### config.mk
export PLATFORM = sky130hd
export DESIGN_NAME = phy_mac_side_flat
export DESIGN_NICKNAME = d
export VERILOG_FILES = /design/src/mac_if_pkg.sv /design/src/mac_data_if.sv /design/src/phy_mac_side.sv /design/src/flat_wrapper.sv
export SDC_FILE = /design/constraint.sdc
export NUM_CORES = 1
export LEC_CHECK = 0
export BUFFER_PORTS_ARGS = -buffer_cell sky130_fd_sc_hd__buf_2
export CAP_MARGIN = 20
export CORE_MARGIN = 2
export CORE_UTILIZATION = 39
export CTS_BUF_LIST = sky130_fd_sc_hd__clkbuf_4 sky130_fd_sc_hd__clkbuf_8
export CTS_CLUSTER_DIAMETER = 80
export DETAILED_ROUTE_END_ITERATION = 6
export HOLD_SLACK_MARGIN = 0.15
export SETUP_SLACK_MARGIN = 0.5
export SLEW_MARGIN = 20
export SYNTH_ARGS = -nofsm -noshare
export SYNTH_HDL_FRONTEND = slang
export SYNTH_SLANG_ARGS = --single-unit
### constraint.sdc
create_clock -name ref_clk_i -period 2.6 [get_ports ref_clk_i]
set_input_delay 0.52 -clock ref_clk_i [delete_from_list [all_inputs] [get_ports ref_clk_i]]
set_output_delay 0.52 -clock ref_clk_i [all_outputs]
set_load 0.01 [all_outputs]
### src/mac_if_pkg.sv
package mac_if_pkg;
    localparam int unsigned REF_CLK_HZ      = 200_000_000;
    localparam int unsigned CLK_100_HZ      = 25_000_000;
    localparam int unsigned CLK_10_HZ       = 2_500_000;
    localparam int unsigned CLK_SER_HZ      = 10_000_000;
    localparam int unsigned CLK_RMII_HZ     = 50_000_000;
    // half periods in system cycles
    localparam int unsigned HALF_100        = REF_CLK_HZ / CLK_100_HZ / 2;
    localparam int unsigned HALF_10         = REF_CLK_HZ / CLK_10_HZ / 2;
    localparam int unsigned HALF_SER        = REF_CLK_HZ / CLK_SER_HZ / 2;
    localparam int unsigned HALF_RMII       = REF_CLK_HZ / CLK_RMII_HZ / 2;
    localparam int unsigned SQE_NS          = 1000;
    localparam int unsigned CLK_PERIOD_NS   = 5;
    localparam int unsigned SQE_CYCLES      = SQE_NS / CLK_PERIOD_NS;
    localparam int unsigned DIV_W           = 8;
    localparam logic [1:0]  MODE_MII        = 2'h0;
    localparam logic [1:0]  MODE_RMII       = 2'h1;
    localparam logic [1:0]  MODE_SER        = 2'h2;
    localparam logic [3:0]  ERR_NIBBLE      = 4'he;
endpackage

### src/mac_data_if.sv
`timescale 1ns/1ps
interface mac_data_if;
    logic       tx_clk;
    logic       rx_clk;
    logic       tx_en;
    logic [3:0] txd;
    logic       rx_dv;
    logic       rx_er;
    logic [3:0] rxd;
    logic       crs;
    logic       col;
    modport phy (output tx_clk, output rx_clk, input tx_en, input txd,
                 output rx_dv, output rx_er, output rxd, output crs, output col);
    modport mac (input tx_clk, input rx_clk, output tx_en, output txd,
                 input rx_dv, input rx_er, input rxd, input crs, input col);
endinterface

### src/phy_mac_side.sv
`timescale 1ns/1ps
//////////////////////////////////////////////////////////////////////////////////////////////
// Contract
// mii tx clock 25 or 2.5 MHz
// rmii uses shared 50 MHz reference
// serial mode tx clock 10 MHz
// mac drives serial data on tx clock
// tx enable high exactly with data
// mii tx nibble on tx clock
// rmii tx dibit on 50 MHz reference
// rx clock 25, 2.5 or 10 MHz
// mii rx valid marks valid nibble
// rmii rx valid independent of carrier
// mii 100M invalid symbol raises rx error
// rmii 100M media error raises rx error
// rx error corrupts delivered data
// mii rx nibble on rx clock
// rmii rx dibit on reference clock
// serial rx data on bit 0
// carrier sense while medium busy
// rmii combined carrier and valid
// half duplex collision on tx+rx overlap
// heartbeat pulse about 1us after tx
// full duplex collision always low; the mac's rmii collision_o still rises on tx_en with crs
// mac derives rmii collision itself
// mode fixed at reset, mii default
//////////////////////////////////////////////////////////////////////////////////////////////
module phy_mac_side #(
    parameter int unsigned SQE_LEN = mac_if_pkg::SQE_CYCLES
) (
    input  wire logic       ref_clk_i,       // system clock
    input  wire logic       rst_i,           // sync reset
    input  wire logic [1:0] mode_strap_i,    // interface mode strap
    input  wire logic       speed_100_i,     // 1 = 100 Mb/s
    input  wire logic       full_duplex_i,   // 1 = full duplex
    input  wire logic       heartbeat_en_i,  // sqe test enable
    input  wire logic       line_rx_act_i,   // medium non-idle
    input  wire logic       line_rx_valid_i, // decoded data valid
    input  wire logic       line_rx_err_i,   // symbol or media error
    input  wire logic [3:0] line_rxd_i,      // decoded receive data
    output logic            tx_valid_o,      // sampled tx data valid
    output logic [3:0]      tx_data_o,       // sampled tx data
    mac_data_if.phy         mac              // mac side pins
);
    typedef enum logic [2:0] {
        ST_IDLE = 3'b001,
        ST_TX   = 3'b010,
        ST_SQE  = 3'b100
    } tx_state_e;

    logic [1:0]  mode;
    logic [mac_if_pkg::DIV_W-1:0] div_cnt;
    logic        clk_lvl;
    logic        tx_en_s1, tx_en_s2;
    logic [3:0]  txd_s1, txd_s2;
    logic        act_s1, act_s2, val_s1, val_s2, err_s1, err_s2;
    logic [3:0]  lrxd_s1, lrxd_s2;
    logic [31:0] sqe_cnt;
    tx_state_e   tx_state, next_tx_state;
    logic        rx_dv_q, rx_er_q, crs_q, col_q;
    logic [3:0]  rxd_q;

    wire is_rmii = (mode == mac_if_pkg::MODE_RMII);
    wire is_ser  = (mode == mac_if_pkg::MODE_SER);
    wire is_mii  = !is_rmii && !is_ser;
    // R3: R8: clock half period by mode and speed
    wire [mac_if_pkg::DIV_W-1:0] half =
        is_rmii ? mac_if_pkg::DIV_W'(mac_if_pkg::HALF_RMII) :
        is_ser  ? mac_if_pkg::DIV_W'(mac_if_pkg::HALF_SER)  :
        speed_100_i ? mac_if_pkg::DIV_W'(mac_if_pkg::HALF_100) :
                      mac_if_pkg::DIV_W'(mac_if_pkg::HALF_10);
    wire half_end  = (div_cnt == half - mac_if_pkg::DIV_W'(1));
    // R7: sample on rising edge of the link clock
    wire rise      = half_end && !clk_lvl;
    wire fall      = half_end && clk_lvl;
    wire err_100   = err_s2 && speed_100_i && !is_ser;
    wire tx_act    = (tx_state == ST_TX);
    // R21: overlap collision in half duplex only
    wire overlap   = !full_duplex_i && !is_rmii && tx_act && act_s2;

    // mode caught at reset, mii unless strapped
    always_ff @(posedge ref_clk_i) begin
        if (rst_i) begin
            mode <= (mode_strap_i == mac_if_pkg::MODE_RMII || mode_strap_i == mac_if_pkg::MODE_SER)
                    ? mode_strap_i : mac_if_pkg::MODE_MII;
        end
    end

    always_ff @(posedge ref_clk_i) begin
        if (rst_i || half_end) begin
            div_cnt <= '0;
        end else begin
            div_cnt <= div_cnt + mac_if_pkg::DIV_W'(1);
        end
    end

    always_ff @(posedge ref_clk_i) begin
        if (rst_i) begin
            clk_lvl <= 1'b0;
        end else if (half_end) begin
            clk_lvl <= !clk_lvl;
        end
    end

    // clock outputs idle low in rmii
    assign mac.tx_clk = clk_lvl && !is_rmii;
    assign mac.rx_clk = clk_lvl && !is_rmii;

    always_ff @(posedge ref_clk_i) begin
        tx_en_s1 <= mac.tx_en;
        tx_en_s2 <= tx_en_s1;
        txd_s1   <= mac.txd;
        txd_s2   <= txd_s1;
        act_s1   <= line_rx_act_i;
        act_s2   <= act_s1;
        val_s1   <= line_rx_valid_i;
        val_s2   <= val_s1;
        err_s1   <= line_rx_err_i;
        err_s2   <= err_s1;
        lrxd_s1  <= line_rxd_i;
        lrxd_s2  <= lrxd_s1;
    end

    // R7: R4: capture tx data at link clock rise
    always_ff @(posedge ref_clk_i) begin
        if (rst_i) begin
            tx_valid_o <= 1'b0;
            tx_data_o  <= '0;
        end else if (rise) begin
            tx_valid_o <= tx_en_s2;
            tx_data_o  <= is_rmii ? {2'h0, txd_s2[1:0]} :
                          is_ser  ? {3'h0, txd_s2[0]} : txd_s2;
        end
    end

    // heartbeat after each transmission at 10M half duplex, mii or serial
    always_comb begin
        next_tx_state = tx_state;
        case (tx_state)
            ST_IDLE: if (rise && tx_en_s2) next_tx_state = ST_TX;
            ST_TX:   if (rise && !tx_en_s2) begin
                next_tx_state = (heartbeat_en_i && !speed_100_i && !full_duplex_i && !is_rmii)
                                ? ST_SQE : ST_IDLE;
            end
            ST_SQE:  if (sqe_cnt >= SQE_LEN - 1) next_tx_state = ST_IDLE;
            default: next_tx_state = ST_IDLE;
        endcase
    end

    always_ff @(posedge ref_clk_i) begin
        if (rst_i) begin
            tx_state <= ST_IDLE;
            sqe_cnt  <= '0;
        end else begin
            tx_state <= next_tx_state;
            sqe_cnt  <= (tx_state == ST_SQE) ? sqe_cnt + 32'h1 : 32'h0;
        end
    end

    // receive outputs change at link clock fall (rise in rmii); collision updates every cycle
    always_ff @(posedge ref_clk_i) begin
        if (rst_i) begin
            rx_dv_q <= 1'b0;
            rx_er_q <= 1'b0;
            rxd_q   <= '0;
            crs_q   <= 1'b0;
            col_q   <= 1'b0;
        end else begin
            col_q <= overlap || (tx_state == ST_SQE);
            if (is_rmii ? rise : fall) begin
                // R10: valid follows decoded data only
                rx_dv_q <= !is_ser && val_s2;
                // R12: error only within valid data at 100M
                rx_er_q <= err_100 && val_s2;
                // R14: R15: R16: data lanes per mode
                if (err_100 && val_s2) begin
                    rxd_q <= is_rmii ? {2'h0, mac_if_pkg::ERR_NIBBLE[1:0]}
                                     : mac_if_pkg::ERR_NIBBLE;
                end else if (is_rmii) begin
                    rxd_q <= {2'h0, lrxd_s2[1:0]};
                end else if (is_ser) begin
                    rxd_q <= {3'h0, lrxd_s2[0]};
                end else begin
                    rxd_q <= lrxd_s2;
                end
                // R18: carrier, combined with valid in rmii
                crs_q <= is_rmii ? (act_s2 || val_s2) : act_s2;
            end
        end
    end

    assign mac.rx_dv = rx_dv_q;
    assign mac.rx_er = rx_er_q;
    assign mac.rxd   = rxd_q;
    assign mac.crs   = crs_q;
    assign mac.col   = col_q;
endmodule
### src/flat_wrapper.sv
// flat-port wrapper written by rule: the top's interface ports become plain ports
module phy_mac_side_flat 
#(
    parameter int unsigned SQE_LEN = mac_if_pkg::SQE_CYCLES
)
  (ref_clk_i, rst_i, mode_strap_i, speed_100_i, full_duplex_i, heartbeat_en_i, line_rx_act_i, line_rx_valid_i, line_rx_err_i, line_rxd_i, tx_valid_o, tx_data_o, mac_tx_clk, mac_rx_clk, mac_tx_en, mac_txd, mac_rx_dv, mac_rx_er, mac_rxd, mac_crs, mac_col);
  mac_data_if mac_i ();
  input  wire logic ref_clk_i;
  input  wire logic rst_i;
  input  wire logic [1:0] mode_strap_i;
  input  wire logic speed_100_i;
  input  wire logic full_duplex_i;
  input  wire logic heartbeat_en_i;
  input  wire logic line_rx_act_i;
  input  wire logic line_rx_valid_i;
  input  wire logic line_rx_err_i;
  input  wire logic [3:0] line_rxd_i;
  output logic tx_valid_o;
  output logic [3:0] tx_data_o;
  output wire logic [$bits(mac_i.tx_clk)-1:0] mac_tx_clk;
  output wire logic [$bits(mac_i.rx_clk)-1:0] mac_rx_clk;
  input wire logic [$bits(mac_i.tx_en)-1:0] mac_tx_en;
  input wire logic [$bits(mac_i.txd)-1:0] mac_txd;
  output wire logic [$bits(mac_i.rx_dv)-1:0] mac_rx_dv;
  output wire logic [$bits(mac_i.rx_er)-1:0] mac_rx_er;
  output wire logic [$bits(mac_i.rxd)-1:0] mac_rxd;
  output wire logic [$bits(mac_i.crs)-1:0] mac_crs;
  output wire logic [$bits(mac_i.col)-1:0] mac_col;
  assign mac_tx_clk = mac_i.tx_clk;
  assign mac_rx_clk = mac_i.rx_clk;
  assign mac_i.tx_en = mac_tx_en;
  assign mac_i.txd = mac_txd;
  assign mac_rx_dv = mac_i.rx_dv;
  assign mac_rx_er = mac_i.rx_er;
  assign mac_rxd = mac_i.rxd;
  assign mac_crs = mac_i.crs;
  assign mac_col = mac_i.col;
  phy_mac_side #(.SQE_LEN(SQE_LEN)) u_core (.ref_clk_i(ref_clk_i), .rst_i(rst_i), .mode_strap_i(mode_strap_i), .speed_100_i(speed_100_i), .full_duplex_i(full_duplex_i), .heartbeat_en_i(heartbeat_en_i), .line_rx_act_i(line_rx_act_i), .line_rx_valid_i(line_rx_valid_i), .line_rx_err_i(line_rx_err_i), .line_rxd_i(line_rxd_i), .tx_valid_o(tx_valid_o), .tx_data_o(tx_data_o), .mac(mac_i));
endmodule
---- Word level (Yosys, flattened, before mapping) ----
Cells that the tools add are included.
operators by class
  add/sub/neg operators ................... 3
  multiply operators ...................... 0
  divide/modulo/power cells ............... 0
  magnitude comparators ................... 1
  equal/unequal tests ..................... 11
  shifts and indexed selects .............. 0
  multiplexer cells ....................... 16
  bitwise gates (word level) .............. 1
  reduce and logical (&&, ||, !) cells .... 27
operator list
  operator                 count
  $add A32 B1 Y32 const B  1
  $ge A32 B8 Y1 const B    1
  $mux W4                  6
  $mux W8                  2
  $logic_and A1 B1 Y1      15
  $mux W3                  4
  $pmux W3 S3              1
  $add A8 B1 Y8 const B    1
  $eq A8 B8 Y1             1
  $sub A8 B1 Y8 const B    1
  $logic_not A1 Y1         6
  $mux W6                  1
  $eq A2 B1 Y1 const B     2
  $eq A2 B2 Y1 const B     2
  $logic_or A1 B1 Y1       4
  $ne A2 B1 Y1 const B     2
  $eq A3 B1 Y1 const B     1
  $eq A3 B2 Y1 const B     1
  $eq A3 B3 Y1 const B     1
  $reduce_and A3 Y1        1
  $mux W1                  2
  $ne A2 B2 Y1 const B     1
  $reduce_or A2 Y1         1
  $not A1 Y1               1
word-level totals
  bits in registers ....................... 83
  bits in latches ......................... 0
  memory bits (writable) .................. 0
  memory bits (read-only) ................. 0
  input port bits ......................... 19
  output and inout bits ................... 15
  memories kept ........................... 0

---- Logic depth before layout (Yosys ltp) ----
Gate-level depths: netlist of the first run.
  depth in word-level cells ............... 9
  depth in mapped cells ................... 11
  depth with buffers taken out ............ 10

---- Worst setup path after synthesis of the first run ----
No wires, ideal clock.
  kind .................................... reg2reg
  from .................................... reg u_core.mode[0]
  to ...................................... reg u_core.tx_state[1]
  setup time .............................. 0.079 ns
  data arrival time ....................... 2.443 ns
  slack ................................... 0.078 ns
  stages on the path, launching flop included .. 10
  buffers on the path ..................... 0
  cells stage by stage .................... edfxtp_1 > ha_1 > nor2_2 > nand2_1 > ha_1 > xor2_1 > nand4_1 > a311oi_4 > nand4b_1 > a211oi_2
on the way
  word-level cells in the longest chain between the ends .. 9
  elaborated cells between the ends (all ways) .. 12
RTL lines
  element                                                 line                                      text
  start: declaration                                      phy_mac_side.sv:51                        logic [1:0] mode;
  start signal: assignment                                phy_mac_side.sv:84                        mode <= (mode_strap_i == mac_if_pkg::MODE_RMII || mode_strap_i == mac_if_pkg::MODE_SER)
  $eq A2 B2 Y1                                            phy_mac_side.sv:64                        wire is_ser = (mode == mac_if_pkg::MODE_SER);
  $mux W8                                                 phy_mac_side.sv:69                        is_ser ? mac_if_pkg::DIV_W'(mac_if_pkg::HALF_SER) :
  $mux W8 (*)                                             phy_mac_side.sv:68                        is_rmii ? mac_if_pkg::DIV_W'(mac_if_pkg::HALF_RMII) :
  $sub A8 B1 Y8 (*)                                       phy_mac_side.sv:72                        wire half_end = (div_cnt == half - mac_if_pkg::DIV_W'(1));
  $eq A8 B8 Y1 (*)                                        phy_mac_side.sv:72
  $logic_and A1 B1 Y1 (*)                                 phy_mac_side.sv:74                        wire rise = half_end && !clk_lvl;
  $logic_and A1 B1 Y1, on equally long branches           phy_mac_side.sv:141, phy_mac_side.sv:140
  $ne A2 B2 Y1 (no line) or $ne A2 B1 Y1 (tied branches)  -
  $reduce_and A3 Y1 (no line) (*)                         -
  end signal: assignment                                  phy_mac_side.sv:155                       tx_state <= next_tx_state;
  end: declaration                                        phy_mac_side.sv:59                        tx_state_e tx_state, next_tx_state;
Every way passes the cells marked *; elsewhere a longest branch is shown, timed or not.
A chain may end at the register's enable or synchronous reset.

---- Final worst setup path of the first run ----
  from .................................... reg u_core.mode[0]
  to ...................................... reg u_core.tx_valid_o
on the way
  word-level cells in the longest chain between the ends .. 6
  elaborated cells between the ends (all ways) .. 7
RTL lines
  element                  line                 text
  $eq A2 B2 Y1             phy_mac_side.sv:64
  $mux W8                  phy_mac_side.sv:69
  $mux W8 (*)              phy_mac_side.sv:68
  $sub A8 B1 Y8 (*)        phy_mac_side.sv:72
  $eq A8 B8 Y1 (*)         phy_mac_side.sv:72
  $logic_and A1 B1 Y1 (*)  phy_mac_side.sv:74
  end signal: assignment   phy_mac_side.sv:130  tx_valid_o <= tx_en_s2;
  end: declaration         phy_mac_side.sv:41   output logic tx_valid_o,
Marks and branches as above.

==> results of run 1 <==
## through the flow
stage	std cells	util (%)	worst slack, ns	instance area [um2]
2_1_floorplan	340	-	0.270	3320
4_1_cts	493	47.4	0.195	3880
3_5_place_dp	470	44.0	0.0387	3600
6_report	496	48.1	0.228	3930
3_3_place_gp	470	44.0	0.124	3600
5_1_grt	496	48.1	0.0859	3930
## Yosys cell counts, drive strengths merged (2+ instances only)
cell type,n
nand4b,2
ha,6
xnor2,25
a21oi,12
a211oi,3
edfxtp,2
nand4,5
nor2b,3
xor2,12
dfxtp,81
or2,2
nand3b,3
nand3,18
inv,11
mux2i,4
nor3b,2
nor4,17
nor2,51
a31oi,3
clkbuf,11
nand2,16
o21ai,6
and3,7
nor3,7
or3,6
nand2b,8
o32ai,2
and4,3
a311oi,3
## flip-flops by register name, indices dropped and copies added (netlist names), 2 cells and up
name              cells
u_core.mode           2
u_core.mac.rxd        4
u_core.tx_data_o      4
u_core.txd_s1         4
u_core.div_cnt        8
u_core.txd_s2         4
u_core.lrxd_s1        4
u_core.sqe_cnt       32
u_core.lrxd_s2        4
u_core.tx_state       3
## power by group through the flow
stage          logic, W  clock network, W  registers, W
3_3_place_gp   0.000145                 0       0.00136
5_1_grt        0.000189           0.00105       0.00133
2_1_floorplan  0.000110                 0       0.00135
4_1_cts        0.000162          0.000990       0.00133
3_5_place_dp   0.000148                 0       0.00136
6_report       0.000172          0.000958       0.00133
## cells by family after synthesis
logic type	after synthesis	share of synthesized area, %
and+or+nand+nor	153	24.1
xor gates and xnor gates	37	9.90
buffers and inverters	23	2.75
adders and majority gates	6	2.29
muxes	4	1.22
AOI/OAI and AO/OA	34	8.37
DFF	83	51.4
## worst max path at each step
stage | startpoint | to | slack (ns)
after detailed placement | u_core.mode[0]$_SDFFCE_PN0P_ | u_core.tx_state[1]$_SDFFE_PP0P_ | 0.04
after global placement | u_core.mode[0]$_SDFFCE_PN0P_ | u_core.tx_state[1]$_SDFFE_PP0P_ | 0.12
after CTS | u_core.mode[0]$_SDFFCE_PN0P_ | u_core.tx_valid_o$_SDFFE_PP0P_ | 0.19
final | u_core.mode[0]$_SDFFCE_PN0P_ | u_core.tx_valid_o$_SDFFE_PP0P_ | 0.23
after global routing | u_core.mode[0]$_SDFFCE_PN0P_ | u_core.tx_state[0]$_SDFFE_PP1P_ | 0.09
after floorplan | u_core.mode[0]$_SDFFCE_PN0P_ | u_core.mac.rx_dv$_SDFFE_PP0P_ | 0.27
## layer usage
layer | up-vias | wire, um
li1 | 1275 | -
met1 | 1158 | 2920
met2 | 46 | 2940
met3 | 8 | 321
met4 | 0 | 79
met5 | - | 0
## repair_timing
action	4_1_cts	5_1_grt
hold buffers	0	0
endpoints found under the setup margin	23	23
endpoints found under the hold margin	0	0
pin swaps	9	3
resized for setup	5	6
buffers inserted	7	3
## layout make-up
| cell class | instances | area share, % |
|---|---|---|
| Tap cell | 105 | 3.34 |
| Clock inverter | 7 | 2.07 |
| Inverter | 11 | 1.05 |
| Clock buffer | 9 | 3.15 |
| Sequential cell | 83 | 42.8 |
| Timing Repair Buffer | 47 | 7.26 |
| Multi-Input combinational cell | 234 | 40.4 |
==> metrics.yaml, run 1 <==
core-area_mm2: 0.00818
grtUsageMet1_pct: 18.3
cts_sinks: 83
min_to: "u_core.txd_s1[3]$_DFF_P_"
path_clk_slew_ns: 0.09
pwr-share-clk_pct: 38.9
htreeDepth: 3
antenna_found_initial: 0
peakVddDrop_uv: 392
regToRegEndpoint: "u_core.tx_valid_o$_SDFFE_PP0P_"
met3_usage_pct: 5.69
clockBufferDepth: 2
critPathArrivalTime_ns: 2.60
sw_frac_of_total_pct: 24.6
avgSynthCellArea_um2: 9.63
start_kind: "flop"
routed_via_density: 5.01
finalCriticalPeriod_ns: 2.37
synth.area.top_cells: "dfxtp_1, xnor2_1, nor2_1"
diodes: 0
ioPinCount: 34
hp-start: "mac_txd[3]"
yosysSeqAreaShare_pct: 51.4
syn_area_mm2: 0.00327
yosys_warnings: 0
area_growth_pct: 20.1
drive_gt1_share_pct: 21.0
grt_max_degree: 33
port_buffers: 33
min_path_cells: 1
period_share_pct: 91.2
p_comb_share_pct: 7.0
rsz0062_at_grt: "true"
clkLatencyLatePin_ns: 0.36
synthArstFlopShare_pct: 0
fin_skew_ns: 0.0134
gr-usage-all-layers_pct: 14.9
place_congestion: 0.915
grt_pass1_vias: 2348
slowest_stage: "a2111o_1"
yosysUniqueCellTypes: 45
ys_ff_latch: 83
nets: 411
critPathRequiredTime_ns: 2.83
wl_per_cell_um: 12.6
placementRows: 33
p_int_w: 0.00185
dieWidth_um: 95.6
slew_violations: 0
synthCells: 340
vias: 2487
fmaxAchievable_mhz: 422
cpPeakStageDelay_ns: 0.48
worst-setup-path-type: "reg2reg"
die_y_um: 95.6
cp_cell_sequence: "ha_4 -> nor2_4 -> nand2_2 -> ha_4 -> a2111o_1 -> a311oi_4 -> buf_6 -> mux2i_1 -> nor2_1"
max_slew_margin_pct: 60.5
power_density_mw_per_mm2: 625
finalPower_w: 0.00246
dpl.hpwl_mm: 4.30
overflow: 0
mostFrequentLayoutCells: "dfxtp_1, nor2_1, buf_2"
use_met2_pct: 24.2
drc: 0
cts_buffers: 9
clock-root-buffer: "clkbuf_8"
fillers: 780
endpoint_kind: "flop"
crit_fanout: 8
maxCapViolCount: 0
crit_family: "compound AO/OA/AOI/OAI gates"
cpMostUsedCell: "ha_4"
grt_pass1_wl_mm: 10.5
multiInputGateArea_mm2: 0.00159
drtIter0Drc: 67
ant_nets: 0
hold_ws_ns: 0.250
p_seq_share_pct: 54.1
synth_top_area_share_pct: 49.5
busiest_layer: "met2"
hp-class: "in2reg"
finalHoldViolCount: 0
reg2reg_depth: 9
synth_enable_flop_cells: 2
r2r_slack_ns: 0.23
synth_ff_type: "dfxtp_1"
fin_setup_tns_ns: 0
dr.pass1.iters: 4
final_common_cell: "dfxtp_1"
wirelength_mm: 6.26
start_util_pct: 40.0
synth.largest_area_cell: "dfxtp_1"
path_depth: 9
synth_fp_nets: 365
setup_viol: 0
worstReg2RegStart: "u_core.mode[0]$_SDFFCE_PN0P_"
worstMarginPinSlew_ns: 0.577
path_buf_inv: 1
ff_latch_area_mm2: 0.00168
die_area_mm2: 0.00914
p_switching_w: 0.000605
p_leak_nw: 1.40
status: "finished, final reports clean"
cts_tree: "done"
(Power assumes the default switching activity.)
==> run 2: changes to the inputs <==
--- a/config.mk
+++ b/config.mk
@@ -7,7 +7,7 @@
 export LEC_CHECK = 0
 export BUFFER_PORTS_ARGS = -buffer_cell sky130_fd_sc_hd__buf_2
 export CAP_MARGIN = 20
-export CORE_MARGIN = 2
+export CORE_MARGIN = 3
 export CORE_UTILIZATION = 39
 export CTS_BUF_LIST = sky130_fd_sc_hd__clkbuf_4 sky130_fd_sc_hd__clkbuf_8
 export CTS_CLUSTER_DIAMETER = 80
==> metrics.yaml, run 2 (synthesis results as in run 1) <==
p_int_w: 0.00178
vias: 2455
wirelength_mm: 6.32
setup_viol: 0
min_path_cells: 1
ant_nets: 0
peakVddDrop_uv: 368
use_met2_pct: 21.9
crit_fanout: 6
clockBufferDepth: 2
port_buffers: 33
regMostFlops: "u_core.sqe_cnt"
core-area_mm2: 0.00793
slew_violations: 0
grt_pass1_vias: 2390
antenna_found_initial: 0
drtIter0Drc: 80
dr.pass1.iters: 4
cts_tree: "done"
cpPeakStageDelay_ns: 0.53
fmaxAchievable_mhz: 410
diodes: 0
fin_setup_tns_ns: 0
area_growth_pct: 19.7
fin_skew_ns: 0.0108
fin_util_pct: 49.4
finalPower_w: 0.00236
clock-root-buffer: "clkbuf_8"
p_leak_nw: 1.39
slowest_stage: "nor4_1"
ioPinCount: 34
mostFrequentLayoutCells: "dfxtp_1, nor2_1, buf_2"
cts_buffers: 9
critPathRequiredTime_ns: 2.86
sw_frac_of_total_pct: 24.5
start_kind: "flop"
maxCapViolCount: 0
cts_sinks: 83
grt_max_degree: 25
p_seq_share_pct: 56.3
endpoint_kind: "flop"
p_switching_w: 0.000579
die_area_mm2: 0.00953
period_share_pct: 93.8
finalHoldViolCount: 0
met3_usage_pct: 3.02
nets: 411
largest_reg_flops: 32
max_slew_margin_pct: 58.6
status: "finished, final reports clean"
reg2reg_depth: 8
placementRows: 32
overflow: 0
dieWidth_um: 97.6
busiest_layer: "met2"
routed_via_density: 4.98
die_y_um: 97.6
reg_top3: "u_core.sqe_cnt: 32 flops, u_core.div_cnt: 8 flops"
worst-setup-path-type: "reg2reg"
start_util_pct: 41.3
cts_hold_repair.buffers: 0
rsz0062_at_grt: "true"
grt_pass1_wl_mm: 11.2
path_clk_slew_ns: 0.09
fin_ws_ns: 0.161
gr-usage-all-layers_pct: 14.1
final_common_cell: "dfxtp_1"
path_buf_inv: 2
dp_slack_ns: -0.00519
dpl.hpwl_mm: 4.33
finalCriticalPeriod_ns: 2.44
critPathArrivalTime_ns: 2.70
wl_per_cell_um: 12.8
path_depth: 8
cp_cell_sequence: "ha_4 -> buf_4 -> nor4_1 -> o21ai_4 -> a311oi_4 -> buf_6 -> nand4b_1 -> a211oi_2"
power_density_mw_per_mm2: 602
clkLatencyLatePin_ns: 0.34
p_comb_share_pct: 7.6
worstMarginPinSlew_ns: 0.605
hp-class: "in2reg"
crit_family: "compound AO/OA/AOI/OAI gates"
drc: 0
drive_gt1_share_pct: 20.5
htreeDepth: 3
place_congestion: 0.878
grtUsageMet1_pct: 19.1
pwr-share-clk_pct: 36.1
## run 2: cell types whose count changed in the layout (fill, tap and decap cells not counted), moves of 2 or more
cell / previous run / this run
buf_4: 10 / 6
nor2_2: 2 / 0
a211oi_2: 3 / 1
buf_2: 33 / 35
nor2_1: 48 / 50
a211oi_1: 0 / 2
## run 2: cell type report
class,instances,area [um2]
Fill cell,764,4010
Sequential cell,83,1680
Multi-Input combinational cell,234,1590
Timing Repair Buffer,47,297
Clock buffer,10,138
Tap cell,102,128
Clock inverter,6,47.5
Inverter,11,41.3
## run 2: timing repair
item,CTS,global route
buffers inserted,6,3
pin swaps,4,3
hold endpoints to repair,0,0
gates resized for setup,4,7
setup endpoints to repair,23,24
gates cloned,1,1
## run 2: power by group through the flow
stage          sequential [W]  combinational (W)  clock [W]
2_1_floorplan         0.00135           0.000110          0
3_3_place_gp          0.00136           0.000145          0
3_5_place_dp          0.00136           0.000149          0
4_1_cts               0.00133           0.000163   0.000890
5_1_grt               0.00133           0.000198   0.000939
6_report              0.00133           0.000179   0.000851
## run 2: per-stage QoR
step                hold slack, ns  area [um2]  std cells
floorplan                    0.310        3320        340
global placement             0.310        3600        466
detailed placement           0.313        3600        466
CTS                          0.250        3850        489
global route                 0.247        3920        493
finish                       0.272        3920        493
## run 2: final timing paths
| kind | start | end | slack (ns) |
|---|---|---|---|
| max reg2reg | u_core.mode[0]$_SDFFCE_PN0P_ | u_core.tx_state[1]$_SDFFE_PP0P_ | 0.16 |
| min reg2reg | u_core.tx_en_s1$_DFF_P_ | u_core.tx_en_s2$_DFF_P_ | 0.33 |
| min | line_rxd_i[0] | u_core.lrxd_s1[0]$_DFF_P_ | 0.27 |
| max | u_core.mode[0]$_SDFFCE_PN0P_ | u_core.tx_state[1]$_SDFFE_PP0P_ | 0.16 |
## run 2: worst register-to-register path: cells and delay by family (launching register included)
| family | cells | cell delay, ns |
|---|---|---|
| simple gates | 2 | 0.63 |
| fa+ha+maj | 1 | 0.21 |
| buf+inv | 2 | 0.32 |
| flops | 1 | 0.47 |
| compound gates | 3 | 0.72 |
## run 2: routing by layer
layer / vias to the layer above / wire, um
met5: - / 0
met4: 0 / 97
met3: 9 / 212
met2: 39 / 2780
met1: 1128 / 3240
li1: 1279 / -
==> run 3: changes to the inputs <==
--- a/config.mk
+++ b/config.mk
@@ -5,7 +5,7 @@
 export SDC_FILE = /design/constraint.sdc
 export NUM_CORES = 1
 export LEC_CHECK = 0
-export BUFFER_PORTS_ARGS = -buffer_cell sky130_fd_sc_hd__buf_2
+export BUFFER_PORTS_ARGS = -buffer_cell sky130_fd_sc_hd__buf_4
 export CAP_MARGIN = 20
 export CORE_MARGIN = 3
 export CORE_UTILIZATION = 39
==> metrics.yaml, run 3 (synthesis results as in run 1) <==
grt_pass1_vias: 2439
crit_fanout: 6
path_clk_slew_ns: 0.08
p_switching_w: 0.000563
gr-usage-all-layers_pct: 14.0
p_comb_share_pct: 7.6
mostFrequentLayoutCells: "dfxtp_1, nor2_1, buf_4"
fin_skew_ns: 0.0112
ant_nets: 0
fin_cells: 495
port_buffers: 33
reg_top3: "u_core.sqe_cnt: 32 flops, u_core.div_cnt: 8 flops"
drc: 0
vias: 2487
worstMarginPinSlew_ns: 0.569
worst-setup-path-type: "reg2reg"
hold_ws_ns: 0.273
start_kind: "flop"
area_growth_pct: 23.5
pwr-share-clk_pct: 39.8
slowest_stage: "nor4_1"
period_share_pct: 92.4
start_util_pct: 41.3
wl_per_cell_um: 12.9
fmaxAchievable_mhz: 416
cts_tree: "done"
dieWidth_um: 97.6
p_leak_nw: 1.43
p_int_w: 0.00196
endpoint_kind: "flop"
largest_reg_flops: 32
clock-root-buffer: "clkbuf_8"
core-area_mm2: 0.00793
fin_ws_ns: 0.196
status: "finished, final reports clean"
wirelength_mm: 6.40
rsz0062_at_grt: "true"
max_slew_margin_pct: 61.1
diodes: 0
die_area_mm2: 0.00953
ioPinCount: 34
setup_viol: 0
p_seq_share_pct: 52.6
dp.cells: 466
critPathRequiredTime_ns: 2.86
path_buf_inv: 4
clockBufferDepth: 2
cts_sinks: 83
cts_hold_repair.buffers: 0
placementRows: 32
cp_cell_sequence: "inv_2 -> ha_4 -> buf_4 -> nor4_1 -> o21ai_4 -> a311oi_4 -> buf_6 -> buf_6 -> nor2_2 -> a211oi_1"
finalHoldViolCount: 0
clkLatencyLatePin_ns: 0.35
antenna_found_initial: 0
sw_frac_of_total_pct: 22.3
fin_setup_tns_ns: 0
power_density_mw_per_mm2: 625
dr.pass1.iters: 4
dpl.hpwl_mm: 4.32
overflow: 0
place_congestion: 0.886
maxCapViolCount: 0
hp-class: "in2reg"
die_y_um: 97.6
finalCriticalPeriod_ns: 2.40
cpPeakStageDelay_ns: 0.49
regMostFlops: "u_core.sqe_cnt"
critPathArrivalTime_ns: 2.67
routed_via_density: 5.02
drive_gt1_share_pct: 21.6
final_common_cell: "dfxtp_1"
nets: 413
peakVddDrop_uv: 396
htreeDepth: 3
grt_pass1_wl_mm: 11.0
drtIter0Drc: 65
crit_family: "compound AO/OA/AOI/OAI gates"
finalPower_w: 0.00253
cts_buffers: 9
dp_slack_ns: 0.0296
cpMostUsedCell: "buf_6"
r2r_slack_ns: 0.20
slew_violations: 0
grt_max_degree: 33
run 3: cell count changes in the layout (fill, tap and decap cells not counted), sizes merged:
| cell | change |
|---|---|
| bufinv | +2 |
| inv | -2 |
| buf | +2 |
| clkinvlp | -1 |
| clkinv | +1 |
run 3: area by class of cell:
cell class              instances  area (um2)
fillers                       759        3890
flip-flops and latches         83        1680
multi-input cells             234        1580
repair buffers                 49         387
clock buffers                  10         131
well taps                     102         128
clock inverters                 6        88.8
inverters                      11        41.3
run 3: repair_timing:
action	CTS	global route
pin swaps	11	6
resized for setup	9	6
buffers inserted	12	1
endpoints found under the setup margin	23	25
run 3: power groups by stage:
| stage | clock, W | combinational [W] | sequential, W |
|---|---|---|---|
| after detailed placement | 0 | 0.000159 | 0.00136 |
| after floorplan | 0 | 0.000110 | 0.00135 |
| after CTS | 0.00105 | 0.000186 | 0.00133 |
| after global placement | 0 | 0.000155 | 0.00136 |
| after global routing | 0.00109 | 0.000209 | 0.00133 |
| final | 0.00101 | 0.000191 | 0.00133 |
run 3: through the flow:
step | cell area [um2] | util, %
2_1_floorplan | 3320 | -
3_3_place_gp | 3670 | 46.3
3_5_place_dp | 3670 | 46.3
4_1_cts | 4010 | 50.6
5_1_grt | 4040 | 51.0
6_report | 4040 | 51.0
run 3: final timing paths:
check	from	to	cells after the start
worst max register to register	u_core.mode[1]$_SDFFCE_PN0P_	u_core.mac.crs$_SDFFE_PP0P_	10
worst max-delay path	u_core.mode[1]$_SDFFCE_PN0P_	u_core.mac.crs$_SDFFE_PP0P_	10
worst min-delay path	line_rxd_i[3]	u_core.lrxd_s1[3]$_DFF_P_	1
worst min register to register	u_core.txd_s1[3]$_DFF_P_	u_core.txd_s2[3]$_DFF_P_	0
run 3: routing by layer:
metal | GRT usage (%) | wire (um)
met1 | 17.7 | 3120
met2 | 22.4 | 2910
met3 | 5.03 | 264
met4 | 4.47 | 101
met5 | 0 | 0
